## config.mk

```make
export PLATFORM = sky130hd
export DESIGN_NAME = ulim_top
export DESIGN_NICKNAME = d
export VERILOG_FILES = /design/src/core/ulim_pkg.sv /design/src/core/ulim_sync.sv /design/src/core/ulim_level_detect.sv /design/src/core/ulim_top.sv
export VERILOG_INCLUDE_DIRS = /design/src /design/src/core
export SDC_FILE = /design/constraint.sdc
export NUM_CORES = 1
export LEC_CHECK = 0
export ABC_AREA = 1
export BUFFER_PORTS_ARGS = -buffer_cell sky130_fd_sc_hd__buf_4
export CORE_ASPECT_RATIO = 0.8
export CORE_MARGIN = 3
export CORE_UTILIZATION = 54
export CTS_BUF_LIST = sky130_fd_sc_hd__clkbuf_4 sky130_fd_sc_hd__clkbuf_8
export DETAILED_ROUTE_END_ITERATION = 8
export PLACE_DENSITY = 0.95
export SLEW_MARGIN = 25
export SYNTH_ARGS = -nofsm -noshare
export SYNTH_HDL_FRONTEND = slang
export SYNTH_SLANG_ARGS = --single-unit
```

## constraint.sdc

```tcl
create_clock -name sys_clk_i -period 3 [get_ports sys_clk_i]
set_input_delay 0.6 -clock sys_clk_i [delete_from_list [all_inputs] [get_ports sys_clk_i]]
set_output_delay 0.6 -clock sys_clk_i [all_outputs]
set_load 0.01 [all_outputs]
```

## src/core/ulim_regs.svh

```systemverilog
// Purpose: register offsets, bit positions and reset values of the
//          uart interrupt level select and mask block
// Assumes: 32-bit apb data, 12-bit byte address, one word per register
// Notes:   definitions only
`ifndef ULIM_REGS_SVH
`define ULIM_REGS_SVH

// apb byte offsets
`define ULIM_ADDR_W 12
`define ULIM_OFF_LEVEL_SEL 12'h000
`define ULIM_OFF_MASK 12'h004
`define ULIM_OFF_RAW 12'h008
`define ULIM_OFF_MASKED 12'h00c
`define ULIM_OFF_CLEAR 12'h010

// level select fields
`define ULIM_LVL_W 6
`define ULIM_RX_SEL_HI 5
`define ULIM_RX_SEL_LO 3
`define ULIM_TX_SEL_HI 2
`define ULIM_TX_SEL_LO 0
`define ULIM_LVL_RESET 6'h12

// source bit positions, shared by mask, raw, masked and clear
`define ULIM_SRC_W 11
`define ULIM_BIT_OVERRUN 10
`define ULIM_BIT_BREAK 9
`define ULIM_BIT_PARITY 8
`define ULIM_BIT_FRAMING 7
`define ULIM_BIT_RX_TIMEOUT 6
`define ULIM_BIT_TX 5
`define ULIM_BIT_RX 4
`define ULIM_BIT_CTS 1
`define ULIM_SRC_VALID 11'h7f2
`define ULIM_MASK_RESET 11'h000
`define ULIM_RAW_RESET 11'h000

// fifo depth in entries
`define ULIM_FIFO_DEPTH 16

`endif

```

## src/core/ulim_pkg.sv

```systemverilog
// Purpose: shared types of the uart interrupt level select and mask block
// Assumes: nothing beyond the register header
// Notes:   trigger codes carry their register encoding
package ulim_pkg;

    // fifo trigger select codes; 3'h5 to 3'h7 are reserved
    typedef enum logic [2:0] {
        ULIM_TRIG_EIGHTH = 3'h0,
        ULIM_TRIG_QUARTER = 3'h1,
        ULIM_TRIG_HALF = 3'h2,
        ULIM_TRIG_THREE_QTR = 3'h3,
        ULIM_TRIG_SEVEN_EIGHTHS = 3'h4
    } ulim_trig_t;

    // one-cycle error pulses from the receive path
    typedef struct packed {
        logic overrun;
        logic brk;
        logic parity;
        logic framing;
        logic rx_timeout;
    } ulim_err_t;

endpackage

```

## src/core/ulim_sync.sv

```systemverilog
// Purpose: two flip-flop synchroniser for pin inputs
// Assumes: inputs are asynchronous to sys_clk_i
// Notes:   only the second stage may be read by other logic
`timescale 1ns/10ps
module ulim_sync #(
    parameter int W = 1,
    parameter logic [W-1:0] RST_VAL = '0
) (
    // clock and reset
    input wire logic sys_clk_i,
    input wire logic sys_rst_i,
    // data
    input wire logic [W-1:0] async_i,
    output logic [W-1:0] sync_o
);

    logic [W-1:0] meta_reg;

    always_ff @(posedge sys_clk_i) begin
        if (sys_rst_i) begin
            meta_reg <= RST_VAL;
            sync_o <= RST_VAL;
        end else begin
            meta_reg <= async_i;
            sync_o <= meta_reg;
        end
    end

endmodule

```

## src/core/ulim_level_detect.sv

```systemverilog
// Purpose: fifo fill level crossing detector
// Assumes: fill count from logic on sys_clk_i
// Notes:   rising variant fires on filling up through the trigger,
//          falling variant on draining down through it
`timescale 1ns/10ps
`include "ulim_regs.svh"
module ulim_level_detect
    import ulim_pkg::*;
#(
    parameter int DEPTH = `ULIM_FIFO_DEPTH,
    parameter int CNT_W = $clog2(DEPTH + 1),
    parameter bit RISING = 1'b1
) (
    // clock and reset
    input wire logic sys_clk_i,
    input wire logic sys_rst_i,
    // fill level and trigger select
    input wire logic [CNT_W-1:0] fill_i,
    input wire ulim_pkg::ulim_trig_t code_i,
    // one-cycle crossing pulse
    output logic cross_o
);

    localparam logic [CNT_W-1:0] T_EIGHTH = CNT_W'(DEPTH / 8);
    localparam logic [CNT_W-1:0] T_QUARTER = CNT_W'(DEPTH / 4);
    localparam logic [CNT_W-1:0] T_HALF = CNT_W'(DEPTH / 2);
    localparam logic [CNT_W-1:0] T_3QTR = CNT_W'((DEPTH * 3) / 4);
    localparam logic [CNT_W-1:0] T_7EIGHTHS = CNT_W'((DEPTH * 7) / 8);

    logic [CNT_W-1:0] prev_reg;
    logic cross_next;
    wire code_valid = (code_i <= ULIM_TRIG_SEVEN_EIGHTHS);
    wire [CNT_W-1:0] thr =
        (code_i == ULIM_TRIG_EIGHTH) ? T_EIGHTH :
        (code_i == ULIM_TRIG_QUARTER) ? T_QUARTER :
        (code_i == ULIM_TRIG_HALF) ? T_HALF :
        (code_i == ULIM_TRIG_THREE_QTR) ? T_3QTR : T_7EIGHTHS;
    // previous count, not a stored above/below flag, so a change of the
    // trigger code alone never looks like a crossing
    wire up_cross = (prev_reg < thr) && (fill_i >= thr);
    wire down_cross = (prev_reg > thr) && (fill_i <= thr);

    // reserved codes disable the detector
    assign cross_next = code_valid && (RISING ? up_cross : down_cross);

    always_ff @(posedge sys_clk_i) begin
        if (sys_rst_i) begin
            // track the count in reset: a fifo already past the trigger
            // when reset ends must not look like a crossing
            prev_reg <= fill_i;
            cross_o <= 1'b0;
        end else begin
            prev_reg <= fill_i;
            cross_o <= cross_next;
        end
    end
endmodule

```

## src/core/ulim_top.sv

```systemverilog
// Purpose: uart interrupt front end: fifo trigger levels, source masks,
//          raw and masked status, clear, combined interrupt, apb slave
// Assumes: error pulses and fill counts are on sys_clk_i; cts pin is not
// Notes:   every apb transfer takes two access cycles
//
// Chosen here: the APB register port and the register offsets.
`timescale 1ns/10ps
`include "ulim_regs.svh"
module ulim_top #(
    parameter int FIFO_DEPTH = `ULIM_FIFO_DEPTH,
    parameter int CNT_W = $clog2(FIFO_DEPTH + 1)
) (
    // clock and reset
    input wire logic sys_clk_i,
    input wire logic sys_rst_i,
    // apb slave
    input wire logic psel_i,
    input wire logic penable_i,
    input wire logic pwrite_i,
    input wire logic [`ULIM_ADDR_W-1:0] paddr_i,
    input wire logic [31:0] pwdata_i,
    output logic [31:0] prdata_o,
    output logic pready_o,
    output logic pslverr_o,
    // fifo fill counts and error pulses
    input wire logic [CNT_W-1:0] tx_fill_i,
    input wire logic [CNT_W-1:0] rx_fill_i,
    input wire ulim_pkg::ulim_err_t err_event_i,
    // modem pin, active low
    input wire logic clear_to_send_input_n_i,
    // interrupts
    output logic [`ULIM_SRC_W-1:0] masked_irq_o,
    output logic irq_o
);
    import ulim_pkg::*;

    logic [`ULIM_LVL_W-1:0] level_sel_reg;
    logic [`ULIM_LVL_W-1:0] level_sel_next;
    logic [`ULIM_SRC_W-1:0] mask_reg;
    logic [`ULIM_SRC_W-1:0] mask_next;
    logic [`ULIM_SRC_W-1:0] raw_reg;
    logic [`ULIM_SRC_W-1:0] raw_next;
    logic cts_prev_reg;
    logic cts_sync;
    logic tx_level_irq;
    logic rx_level_irq;

    // apb phase decode
    wire access = psel_i && penable_i;
    wire first_access = access && !pready_o;
    wire commit = access && pready_o;
    wire wr_commit = commit && pwrite_i;
    wire sel_level = (paddr_i == `ULIM_OFF_LEVEL_SEL);
    wire sel_mask = (paddr_i == `ULIM_OFF_MASK);
    wire sel_raw = (paddr_i == `ULIM_OFF_RAW);
    wire sel_masked = (paddr_i == `ULIM_OFF_MASKED);
    wire sel_clear = (paddr_i == `ULIM_OFF_CLEAR);
    wire mapped = sel_level || sel_mask || sel_raw || sel_masked || sel_clear;

    // trigger selects
    wire ulim_trig_t rx_trigger_select =
        ulim_trig_t'(level_sel_reg[`ULIM_RX_SEL_HI:`ULIM_RX_SEL_LO]);
    wire ulim_trig_t tx_trigger_select =
        ulim_trig_t'(level_sel_reg[`ULIM_TX_SEL_HI:`ULIM_TX_SEL_LO]);

    // receive fires on filling up, transmit on draining down
    ulim_level_detect #(
        .DEPTH(FIFO_DEPTH),
        .CNT_W(CNT_W),
        .RISING(1'b1)
    ) u_rx_level (
        .sys_clk_i(sys_clk_i),
        .sys_rst_i(sys_rst_i),
        .fill_i(rx_fill_i),
        .code_i(rx_trigger_select),
        .cross_o(rx_level_irq)
    );

    ulim_level_detect #(
        .DEPTH(FIFO_DEPTH),
        .CNT_W(CNT_W),
        .RISING(1'b0)
    ) u_tx_level (
        .sys_clk_i(sys_clk_i),
        .sys_rst_i(sys_rst_i),
        .fill_i(tx_fill_i),
        .code_i(tx_trigger_select),
        .cross_o(tx_level_irq)
    );

    ulim_sync #(
        .W(1),
        .RST_VAL(1'b1)
    ) u_cts_sync (
        .sys_clk_i(sys_clk_i),
        .sys_rst_i(sys_rst_i),
        .async_i(clear_to_send_input_n_i),
        .sync_o(cts_sync)
    );

    // modem source fires on any change of the synchronised pin
    wire clear_to_send_irq = cts_sync ^ cts_prev_reg;

    // source events at their status positions
    wire [`ULIM_SRC_W-1:0] src_set = {
        err_event_i.overrun,
        err_event_i.brk,
        err_event_i.parity,
        err_event_i.framing,
        err_event_i.rx_timeout,
        tx_level_irq,
        rx_level_irq,
        2'b00,
        clear_to_send_irq,
        1'b0
    };

    wire [`ULIM_SRC_W-1:0] src_clear = (wr_commit && sel_clear) ?
        (pwdata_i[`ULIM_SRC_W-1:0] & `ULIM_SRC_VALID) : '0;

    // set wins over a clear in the same cycle
    assign raw_next = (raw_reg & ~src_clear) | src_set;

    // unsupported fields are dropped on write
    assign level_sel_next = (wr_commit && sel_level) ?
        pwdata_i[`ULIM_LVL_W-1:0] : level_sel_reg;
    assign mask_next = (wr_commit && sel_mask) ?
        (pwdata_i[`ULIM_SRC_W-1:0] & `ULIM_SRC_VALID) : mask_reg;

    wire [`ULIM_SRC_W-1:0] masked = raw_reg & mask_reg;
    wire [`ULIM_SRC_W-1:0] masked_next = raw_next & mask_next;

    // read mux; clear register is write-only and reads zero
    wire [31:0] rd_level = {{(32 - `ULIM_LVL_W){1'b0}}, level_sel_reg};
    wire [31:0] rd_mask = {{(32 - `ULIM_SRC_W){1'b0}}, mask_reg};
    wire [31:0] rd_raw = {{(32 - `ULIM_SRC_W){1'b0}}, raw_reg};
    wire [31:0] rd_masked = {{(32 - `ULIM_SRC_W){1'b0}}, masked};
    wire [31:0] rd_data =
        sel_level ? rd_level :
        sel_mask ? rd_mask :
        sel_raw ? rd_raw :
        sel_masked ? rd_masked : 32'h0000_0000;

    always_ff @(posedge sys_clk_i) begin
        if (sys_rst_i) begin
            pready_o <= 1'b0;
            pslverr_o <= 1'b0;
            prdata_o <= 32'h0000_0000;
        end else begin
            pready_o <= first_access;
            pslverr_o <= first_access && !mapped;
            if (first_access && !pwrite_i) begin
                prdata_o <= rd_data;
            end
        end
    end

    always_ff @(posedge sys_clk_i) begin
        if (sys_rst_i) begin
            level_sel_reg <= `ULIM_LVL_RESET;
            mask_reg <= `ULIM_MASK_RESET;
            raw_reg <= `ULIM_RAW_RESET;
            cts_prev_reg <= 1'b1;
            masked_irq_o <= '0;
            irq_o <= 1'b0;
        end else begin
            level_sel_reg <= level_sel_next;
            mask_reg <= mask_next;
            raw_reg <= raw_next;
            cts_prev_reg <= cts_sync;
            masked_irq_o <= masked_next;
            // registered from next values so it tracks masked status
            irq_o <= |masked_next;
        end
    end
endmodule

```

---- Word level (Yosys, flattened, before mapping) ----
Cells that the tools add are included.
storage, ports and cells
  register bits after elaboration ......... 89
  output and inout bits ................... 46
cells by class
  magnitude comparators ................... 6
  eq/ne operators ......................... 10
  mux-type cells .......................... 14
  bitwise logic cells ..................... 6
  reductions and logical operators ........ 24
operators by type and width
  operator                                         number
  2-to-1 mux 11 bit                                6
  bitwise AND 11 bit                               3
  2-to-1 mux 5 bit                                 6
  == test 12 x 4 -> 1 bit (second input constant)  2
  logical AND 1 bit                                13
  == test 12 x 3 -> 1 bit (second input constant)  1
  == test 12 x 5 -> 1 bit (second input constant)  1
  == test 3 x 2 -> 1 bit (second input constant)   4
  logical NOT 12 bit                               1
  NOT 11 bit                                       1
  OR 11 bit                                        1
  OR reduction 11 bit                              1
  == test 3 x 1 -> 1 bit (second input constant)   2
  <= comparator 3 bit (second input constant)      2
  logical NOT 3 bit                                2
  >= comparator 5 bit                              1
  greater-than comparator 5 bit                    1
  <= comparator 5 bit                              1
  less-than comparator 5 bit                       1
  logical OR 1 bit                                 4
  2-to-1 mux 2 bit                                 2
  logical NOT 1 bit                                3
  XOR 1 bit                                        1

---- Logic depth before layout (Yosys ltp) ----
Gate-level depths: netlist of run 1.
  depth in word-level cells ............... 10
  gate-level depth with buffers ........... 11
  gate-level depth less buffers ........... 11

---- Hierarchy ----
From an unflattened synthesis of run 1, not the netlist that was laid out.
unflattened totals
  cells, all modules ...................... 391
  area total of the unflattened synthesis .. 2821.5 sq um
by module, submodules not included
  module                           instances  cells an instance  area an instance (sq um)
  ulim_top                         1          304                2157.1
  ulim_level_detect at u_tx_level  1          46                 331.6
  ulim_level_detect at u_rx_level  1          34                 274.0
  ulim_sync                        1          7                  58.8

---- Worst setup path before layout of run 1 ----
OpenSTA, ideal clock, no wires.
  path kind ............................... input port to flip-flop
  start ................................... input port paddr_i[9]
  end ..................................... register irq_o
  library setup time ...................... 0.132 ns
  data arrival time ....................... 1.601 ns
  data required time ...................... 2.868 ns
  setup slack ............................. 1.267 ns
  stages on the path ...................... 11
  cell sequence ........................... nor2_1 > nand2_2 > nor2_4 > nand3_2 > buf_6 > nand2_1 > o21ai_2 > nand2_1 > nand2_1 > nor2_1 > a21oi_1
on the way
  cells in the longest elaborated chain, start to end .. 8
RTL lines
  element                            RTL line         source
  start: declaration                 ulim_top.sv:20   input wire logic [`ULIM_ADDR_W-1:0] paddr_i,
  == test 12 x 5 -> 1 bit (no line)  -
  logical AND 1 bit                  ulim_top.sv:118  wire [`ULIM_SRC_W-1:0] src_clear = (wr_commit && sel_clear) ?
  2-to-1 mux 11 bit                  ulim_top.sv:118
  NOT 11 bit                         ulim_top.sv:122  assign raw_next = (raw_reg & ~src_clear) | src_set;
  bitwise AND 11 bit                 ulim_top.sv:122
  OR 11 bit                          ulim_top.sv:122
  bitwise AND 11 bit *               ulim_top.sv:131  wire [`ULIM_SRC_W-1:0] masked_next = raw_next & mask_next;
  OR reduction 11 bit *              ulim_top.sv:173  irq_o <= |masked_next;
  end signal: assignment             ulim_top.sv:173
  end: declaration                   ulim_top.sv:33   output logic irq_o
Mark *: on every way between the ends. The rest lies on a longest branch, timed or not.
A chain may end at the register's enable or synchronous reset.

---- Worst setup path in the final report of run 1 ----
  start ................................... input port paddr_i[3]
  end ..................................... register level_sel_reg[5]
on the way
  cells in the longest elaborated chain, start to end .. 2
RTL lines
  element                       RTL line         source
  logical NOT 12 bit (no line)  -
  logical AND 1 bit             ulim_top.sv:125  assign level_sel_next = (wr_commit && sel_level) ?
  end signal: assignment        ulim_top.sv:160  level_sel_reg <= `ULIM_LVL_RESET;
  end signal: assignment        ulim_top.sv:167  level_sel_reg <= level_sel_next;
  end: declaration              ulim_top.sv:37   logic [`ULIM_LVL_W-1:0] level_sel_reg;
No other way between the ends.

==> metrics, run 1 <==
register area share after synthesis 43.0%; Comb power frac 9.3%; DIE WIDTH around 85 um; Initial Util between 50% and 60%; CTS max path bufs 2; drt total wl 6370 um; Pwr Density 492 mW/mm^2; FMAX 527 MHz; Compound-Gate Fraction of Synth Area 16.0%; Iter 0 DRT Violations 196; endpoint class of the critical path flop; Most flops, register prdata_o; Hold-fix buffers, CTS 0; global-route usage over all layers between 20% and 30%; Die ar. 0.00589 sq mm; Largest register FFs 11; status finished, final reports clean; # setup viols final 0; DP Wirelength ~4700 um; Worst Hold Launch tx_fill_i[2]; Yosys cell types 34; Worst R2R Path Depth 11; Async SR Flop Fraction 0%; Antenna diodes 0; post-CTS setup buffers 0; Setup Skew 7.61 ps; Synth Area in Simple Gates roughly 22%; via count about 2.4k; most frequent cell after synthesis nand2_1; crit path max fanout 11; Sequential Power Share around half; post-route ant nets 0; Setup CP Type input pin to flop; top post-synthesis cells by area dfxtp_1, nand2_1, buf_4; synth cell count leaders nand2_1, dfxtp_1, inv_1; Syn Area/Cell 7.88 sq um; Final Max Slew Viols 0; Post-DP Area 0.00314 sq mm; IO Port Bufs 65; 1st-pass router iterations 4; DRC Markers 0; reg2reg setup slack around 1300 ps; reg2reg start pready_o; mux contribution to synthesized area 0%; fin crit share 63.2%; Period minus WS final 1900 ps; grt total ovfl 0; Post-synth EDFFs 0; CTS Buf Count 9; largest family of logic cells by synthesized area simple AND/OR/NAND/NOR gates; Top FF cell, synth dfxtp_1; global-route wire length before repair 10300 um; Seq cells post-synth 58; clock transition at the registers of the reported paths 70 ps; Clk Latency, worst-skew pair approximately 340 ps; RR Endpoint irq_o; CTS resizes 0; Mapped Cells 343; clk sink count between 50 and 60; RSZ-0062 raised after global routing false; CP arrival 2110 ps; Leak 1.62 nW; Max Cap Viol 0; vias per inst 5.06; Die Y-Extent 69.3 um; Placer Congestion 0.873; final hold viol count 0; Ports around 110; synthesis-to-finish area growth 23.2%; Root Buffer clkbuf_8; Sw Ratio a little under a quarter; Clk pwr share 41.9%; area of the mapped netlist 0.00270 sq mm; switching pwr around 0.39 mW; CP Launch Type input pin; nets 488; post-synth top area share a little over two fifths; largest net degree at the start of global routing 41; H-Tree Depth 3; layout cells sized above 1 24.2%; hold path endpoint u_tx_level.prev_reg[2]; Synth Area in XOR/XNOR 0.324%; post-synth top area cell dfxtp_1; row cnt 22; Inst Count DP 461; antenna violations before repair 0; post-route cell area 0.00333 sq mm; VDD IR max 0.354 mV; core box area around 0.0047 sq mm; Worst Hold Depth 1; post-DR wirelength/cell ~13 um; Ys Warns 0; Hold/Removal Path Class input pin to flop; CP required about 3200 ps; area share of fa/ha/maj cells after synthesis 5.09%; Post-Layout Cell Count roughly 480; vias in the first global route 2386; Setup TNS Final 0 ps; Int Pwr 1.25 mW; CTS tree done
[area by class of cell]
type	instances	area, sq um
clock inverters	6	57.6
well taps	60	75.1
flip-flops and latches	58	1160
clock buffers	10	131
fillers	386	1380
repair buffers	67	503
inverters	40	150
multi-input cells	236	1250
[power by group through the flow]
stage | Clock [mW] | Combinational (mW) | Sequential [mW]
after floorplan | 0 | 0.100 | 0.818
after global placement | 0 | 0.144 | 0.817
after detailed placement | 0 | 0.150 | 0.818
after CTS | 0.697 | 0.151 | 0.801
after global routing | 0.731 | 0.170 | 0.803
final | 0.686 | 0.152 | 0.801
[layer usage]
metal / track usage, % / up-vias / share of wire [%]
met2: 35.3 / 98 / 50
li1: - / 1215 / -
met4: 8.96 / 0 / 1.4
met5: 0 / - / 0
met3: 9.03 / 11 / 9.1
met1: 25.6 / 1089 / 40
[cells by family after synthesis]
kind of cell | Yosys count
other cells | 1
xor+xnor | 1
simple gates | 130
buf+inv | 72
fa+ha+maj | 11
compound gates | 70
flops | 58
[per-stage QoR]
stage	worst slack [ps]	hold WS, ps	power, mW	util (%)
final	1100	374	1.64	70.7
after global routing	948	357	1.70	70.7
after CTS	1140	361	1.65	70.7
after detailed placement	816	400	0.968	66.7
after global placement	867	395	0.962	66.7
after floorplan	1270	389	0.918	-
[worst max-delay path by stage]
stage,from,slack (ps),end,cells after the start
floorplan,paddr_i[9],1270,irq_o,11
detailed placement,paddr_i[9],820,irq_o,12
finish,paddr_i[3],1100,level_sel_reg[5],9
global route,paddr_i[0],950,level_sel_reg[5],9
global placement,paddr_i[9],870,irq_o,12
CTS,paddr_i[0],1140,level_sel_reg[5],9
[worst max-delay path: stages]
cell,delay [ps]
buf_4,130
inv_1,130
nand2_1,110
nor2_4,260
nand2_1,190
inv_2,120
nand2_1,210
o21ai_0,290
a21oi_1,60
[cells in the final DEF (no fill, tap or decap), drive strengths merged]
master,instances
o22ai,3
xnor2,1
o21a,3
dfxtp,58
buf,67
nor2,35
nand3,7
o211ai,8
nor3,5
or2,3
clkinvlp,1
clkbuf,10
a21oi,25
o21ai,21
nand4,9
a2111oi,3
inv,40
o21bai,1
a211oi,3
a21boi,1
nand2,71
conb,24
o211a,1
o31ai,1
bufinv,1
clkinv,4
ha,11
Note: power is estimated with default switching activity, not from simulation.
==> run 2: changes to the inputs <==
--- a/config.mk
+++ b/config.mk
@@ -10,10 +10,10 @@
 export BUFFER_PORTS_ARGS = -buffer_cell sky130_fd_sc_hd__buf_4
 export CORE_ASPECT_RATIO = 0.8
 export CORE_MARGIN = 3
-export CORE_UTILIZATION = 54
+export CORE_UTILIZATION = 45
 export CTS_BUF_LIST = sky130_fd_sc_hd__clkbuf_4 sky130_fd_sc_hd__clkbuf_8
 export DETAILED_ROUTE_END_ITERATION = 8
-export PLACE_DENSITY = 0.95
+export PLACE_DENSITY = 0.89
 export SLEW_MARGIN = 25
 export SYNTH_ARGS = -nofsm -noshare
 export SYNTH_HDL_FRONTEND = slang
==> constraint.sdc (replaced) <==
create_clock -name sys_clk_i -period 1.7 [get_ports sys_clk_i]
set_input_delay 0.34 -clock sys_clk_i [delete_from_list [all_inputs] [get_ports sys_clk_i]]
set_output_delay 0.34 -clock sys_clk_i [all_outputs]
set_load 0.01 [all_outputs]
==> run 2 against run 1 <==
Net effect:
- critical path depth rose by 1
- routed wire length shrank 0.27%
- clock skew shrank 2.7 ps
- worst hold slack got worse by 270 ps
- via count is 1.5% higher
- first-iteration DRC count fell by 7.1%
- largest cell class unchanged
==> metrics, run 2 (synthesis results as in run 1) <==
status finished, final reports clean; Pwr Density 879 mW/mm^2 (+79%); Hold-fix buffers, CTS 0 (unchanged); row cnt 24 (+9.1%); Most common cell on crit path nand2_1; layout cells sized above 1 26.3% (+2.1 points); CP bufs+invs 1 (-2); IO Port Bufs 65 (unchanged); clk sink count 58 (unchanged); CP arrival 1770 ps (-340 ps); Slowest Stage Delay on Critical Path 350 ps (+60 ps); core box area 0.00562 sq mm (+19%); FMAX 642 MHz; slowest library cell on the worst path dfxtp_1; Worst Hold Depth 1 (unchanged); grt total ovfl 0 (unchanged); Antenna diodes 0 (unchanged); Comb power frac 8.9% (-0.4 points); Placer Congestion 0.840 (-3.8%); critical path, cell by cell nand2_1 -> nor2_1 -> buf_4 -> nand4_1 -> nand2_1 -> nand2_1 -> nand2_1 -> nand2_1 -> nor2_1 -> a21oi_1; CP Launch Type flop; crit path max fanout 10 (-1); Ports 111 (unchanged); CTS tree done; Hold/Removal Path Class input pin to flop; Final Max Slew Viols 0 (unchanged); Sw Ratio 23.0% (-1.0 points); VDD IR max 0.521 mV (+47%); Setup CP Type flop to flop; antenna violations before repair 0 (unchanged); RR Endpoint irq_o; CTS resizes 0 (unchanged); Max Cap Viol 0 (unchanged); Util after Layout 61.8% (-8.9 points); Period minus WS final 1560 ps; Die Y-Extent 75.3 um (+8.7%); CTS Buf Count 9 (unchanged); CP required 1920 ps (-1290 ps); reg2reg setup slack 140 ps (-1120 ps); Worst Hold Launch tx_fill_i[1]; Clk Latency, worst-skew pair 350 ps (about the same); via count 2450 (+1.5%); final hold slack 103 ps (-271 ps); # setup viols final 0 (unchanged); global-route wire length before repair 9950 um (-3.6%); H-Tree Depth 3 (unchanged); Initial Util 48.1% (-9.3 points); commonest non-fill, non-tap cell in the layout buf_4; final hold viol count 0 (unchanged); drt total wl 6350 um (-0.27%); CP delay by family, top simple AND/OR/NAND/NOR gates; vias in the first global route 2251 (-5.7%); Largest register FFs 11 (unchanged); Iter 0 DRT Violations 182 (-7.1%); reg2reg start pready_o; DRC Markers 0 (unchanged); Setup Skew 4.93 ps (-2.68 ps); nets 501 (+2.7%); Most flops, register prdata_o; synthesis-to-finish area growth 28.5%; post-route ant nets 0 (unchanged); DP Wirelength 4770 um (+2.2%); fin crit share 91.6%; most frequent cells in the layout buf_4, nand2_1, dfxtp_1; Root Buffer clkbuf_8; switching pwr 0.700 mW (+78%); hold path endpoint u_tx_level.prev_reg[1]; clock transition at the registers of the reported paths 70 ps (about the same); 1st-pass router iterations 5 (+1); Sequential Power Share 46.3% (-2.6 points); Setup TNS Final 0 ps (unchanged); endpoint class of the critical path flop; post-CTS setup buffers 0 (unchanged); RSZ-0062 raised after global routing false; Int Pwr 2.35 mW (+89%); largest net degree at the start of global routing 41 (unchanged); CTS max path bufs 2 (unchanged); Die ar. 0.00698 sq mm (+18%); Worst R2R Path Depth 10 (-1); global-route usage over all layers 18.5% (-3.4 points); DIE WIDTH 92.6 um (+8.9%); post-DR wirelength/cell 12.5 um (-6.2%); vias per inst 4.83 (-4.5%); Clk pwr share 44.8% (+2.9 points); Leak 1.69 nW (+4.0%)
-- run 2: cell type report --
class / instances / area [sq um]
Tap cell: 78 / 97.6
Clock buffer: 10 / 131
Multi-Input combinational cell: 236 / 1250
Inverter: 40 / 150
Sequential cell: 58 / 1160
Clock inverter: 5 / 80.1
Timing Repair Buffer: 80 / 601
Fill cell: 508 / 2140
-- run 2: through the flow --
step	setup slack, ps	cell area [sq um]	instances	total power, mW
floorplan	227	2790	366	1.62
global placement	-57.4	3260	492	1.70
detailed placement	-128	3260	492	1.71
CTS	168	3470	507	3.07
global route	3.70	3470	507	3.17
finish	142	3470	507	3.05
-- run 2: power by group through the flow --
stage | registers (mW) | logic (mW) | clock network (mW)
after global routing | 1.42 | 0.303 | 1.45
after CTS | 1.41 | 0.271 | 1.38
after detailed placement | 1.44 | 0.269 | 0
after floorplan | 1.44 | 0.176 | 0
final | 1.41 | 0.271 | 1.37
after global placement | 1.44 | 0.261 | 0
-- run 2: worst max path at each step --
stage,start,to,depth (start not counted)
floorplan,paddr_i[9],irq_o,11
global placement,paddr_i[0],level_sel_reg[3],9
detailed placement,paddr_i[0],level_sel_reg[5],9
CTS,pready_o,irq_o,10
global route,pready_o,irq_o,10
finish,pready_o,irq_o,10
-- run 2: worst reg2reg max path, cell delays in order, from the launching register on --
cell,delay (ps)
dfxtp_1,350
nand2_1,60
nor2_1,170
buf_4,220
nand4_1,110
nand2_1,90
nand2_1,50
nand2_1,70
nand2_1,110
nor2_1,120
a21oi_1,70
-- run 2: per-layer routing --
| metal | share of wire (%) | GRT usage [%] | vias up | wire (um) |
|---|---|---|---|---|
| met4 | 1.1 | 5.69 | 0 | 68 |
| met1 | 43 | 21.9 | 1104 | 2700 |
| met5 | 0 | 0 | - | 0 |
| met2 | 47 | 30.9 | 97 | 2980 |
| met3 | 9.4 | 8.19 | 9 | 598 |
| li1 | - | - | 1240 | - |
==> run 3: changes to the inputs <==
--- a/config.mk
+++ b/config.mk
@@ -13,6 +13,7 @@
 export CORE_UTILIZATION = 45
 export CTS_BUF_LIST = sky130_fd_sc_hd__clkbuf_4 sky130_fd_sc_hd__clkbuf_8
 export DETAILED_ROUTE_END_ITERATION = 8
+export GPL_TIMING_DRIVEN = 0
 export PLACE_DENSITY = 0.89
 export SLEW_MARGIN = 25
 export SYNTH_ARGS = -nofsm -noshare
==> constraint.sdc (replaced) <==
create_clock -name sys_clk_i -period 1.7 [get_ports sys_clk_i]
set_input_delay 0 -clock sys_clk_i [delete_from_list [all_inputs] [get_ports sys_clk_i]]
set_output_delay 0 -clock sys_clk_i [all_outputs]
set_load 0.01 [all_outputs]
==> run 3 against run 2 <==
Net effect:
- register-to-register slack lost 40 ps
- largest power group unchanged
- sequential share of layout area decreased by 3.3 points
- critical endpoint unchanged
- via count grew 7.8%
- first-iteration DRC count is 38% higher
- highest routed layer unchanged
- die area unchanged
==> metrics, run 3 (synthesis results as in run 1) <==
Sw Ratio 23.0% (+0.054 points); CTS max path bufs 2 (unchanged); Leak 1.90 nW (+13%); Die ar. 0.00698 sq mm (unchanged); fin crit share 94.1% (+2.5 points); Design Power 3.03 mW (-0.76%); Ports 111 (unchanged); drt total wl 7110 um (+12%); DP Wirelength 5050 um (+6.0%); Hold/Removal Path Class input pin to flop; post-route ant nets 0 (unchanged); DIE WIDTH 92.6 um (unchanged); global-route wire length before repair 11400 um (+14%); VDD IR max 0.647 mV (+24%); # setup viols final 0 (unchanged); Worst Hold Depth 4 (+3); Iter 0 DRT Violations 251 (+38%); Setup CP Type flop to flop; Die Y-Extent 75.3 um (unchanged); nets 548 (+9.4%); DRC Markers 0 (unchanged); Sequential Power Share 46.7% (+0.4 points); Placer Congestion 0.852 (+1.5%); crit path max fanout 10 (unchanged); final hold viol count 0 (unchanged); # fillers 471 (-7.3%); Period minus WS final 1600 ps (+42.6 ps); clock transition at the registers of the reported paths 60 ps (about the same); FMAX 625 MHz (-2.7%); setup ws final 99.8 ps (-42.6 ps); Setup TNS Final 0 ps (unchanged); clk sink count 58 (unchanged); post-placement setup slack 155 ps (+282 ps); Root Buffer clkbuf_8; layout cells sized above 1 27.5% (+1.2 points); CP arrival 1800 ps (+30 ps); Initial Util 48.1% (unchanged); CP required 1900 ps (-20 ps); row cnt 24 (unchanged); largest net degree at the start of global routing 11 (-73%); most frequent cells in the layout buf_4, nand2_1, dfxtp_1; Slowest Stage Delay on Critical Path 370 ps (+20 ps); Worst R2R Path Depth 10 (unchanged); H-Tree Depth 3 (unchanged); commonest non-fill, non-tap cell in the layout buf_4; vias in the first global route 2518 (+12%); vias per inst 4.77 (-1.3%); Comb power frac 12.1% (+3.2 points); synthesis-to-finish area growth 42.7%; global-route usage over all layers 21.0% (+2.5 points); slowest library cell on the worst path dfxtp_1; antenna violations before repair 0 (unchanged); switching pwr 0.697 mW (-0.53%); RSZ-0062 raised after global routing false; Largest register FFs 11 (unchanged); IO Port Bufs 65 (unchanged); Rel. slew slack 62.6%; endpoint class of the critical path flop; Setup Skew 3.41 ps (-1.52 ps); Most flops, register prdata_o; grt total ovfl 0 (unchanged); CTS Buf Count 9 (unchanged); critical path, cell by cell nand2_1 -> nor2_2 -> nand3_2 -> buf_6 -> nand2_1 -> nand2_1 -> nand2_1 -> nand2_1 -> nor2_1 -> a21oi_1; core box area 0.00562 sq mm (unchanged); post-DR wirelength/cell 12.8 um (+2.5%); Final Max Slew Viols 0 (unchanged); Most common cell on crit path nand2_1; 1st-pass router iterations 4 (-1); Clk pwr share 41.1% (-3.7 points); Int Pwr 2.33 mW (-0.83%); Clk Latency, worst-skew pair 330 ps (-20 ps); Pwr Density 785 mW/mm^2 (-11%); CTS tree done; via count 2641 (+7.8%); Max Cap Viol 0 (unchanged); status finished, final reports clean; actual slew at the worst max-slew pin about 560 ps; Antenna diodes 0 (unchanged); CP Launch Type flop
run 3: per-stage QoR:
stage / utilization [%] / cells / hold WS [ps] / area (sq um)
floorplan: - / 366 / 27.7 / 2790
global placement: 60.1 / 509 / 115 / 3370
detailed placement: 60.1 / 509 / 116 / 3370
CTS: 68.2 / 550 / 1.68 / 3830
global route: 68.7 / 554 / 17.0 / 3860
finish: 68.7 / 554 / 23.5 / 3860
run 3: path summary, 6_finish.rpt:
kind                            start                end  slack [ps]
setup / recovery             pready_o              irq_o         100
hold / removal             paddr_i[3]        mask_reg[5]          20
setup reg to reg             pready_o              irq_o         100
hold reg to reg   u_cts_sync.meta_reg  u_cts_sync.sync_o         440
run 3: power by group through the flow:
stage	sequential [mW]	clock, mW	combinational, mW
global placement	1.44	0	0.301
CTS	1.42	1.26	0.359
finish	1.42	1.25	0.368
floorplan	1.44	0	0.176
detailed placement	1.44	0	0.310
global route	1.42	1.34	0.405
run 3: layout make-up:
class / instances / area [sq um] / share of cell area, %
multi-input combinational: 236 / 1250 / 32.5
timing repair buffer: 95 / 776 / 20.1
buffer: 32 / 226 / 5.87
clock buffer: 12 / 153 / 3.96
inverter: 40 / 150 / 3.89
sequential: 58 / 1160 / 30.1
tap: 78 / 97.6 / 2.53
clock inverter: 3 / 40.0 / 1.04
run 3: timing repair:
item                       4_1_cts  5_1_grt
hold endpoints to repair        32        0
setup buffers                    0        3
hold buffers                    26        0
setup endpoints to repair        0        5
gates resized for setup          0        2
run 3: layer usage:
layer	wire, um	GRT usage (%)
met2	3410	35.0
met4	68	7.15
met3	599	6.81
met1	3040	26.1
met5	0	0
run 3: worst max-delay path: cells and delay by family, from the launching register on:
family                 cells  cell delay [ps]
and+or+nand+nor            8              840
buffers and inverters      1              170
DFF                        1              370
AOI/OAI and AO/OA          1               80
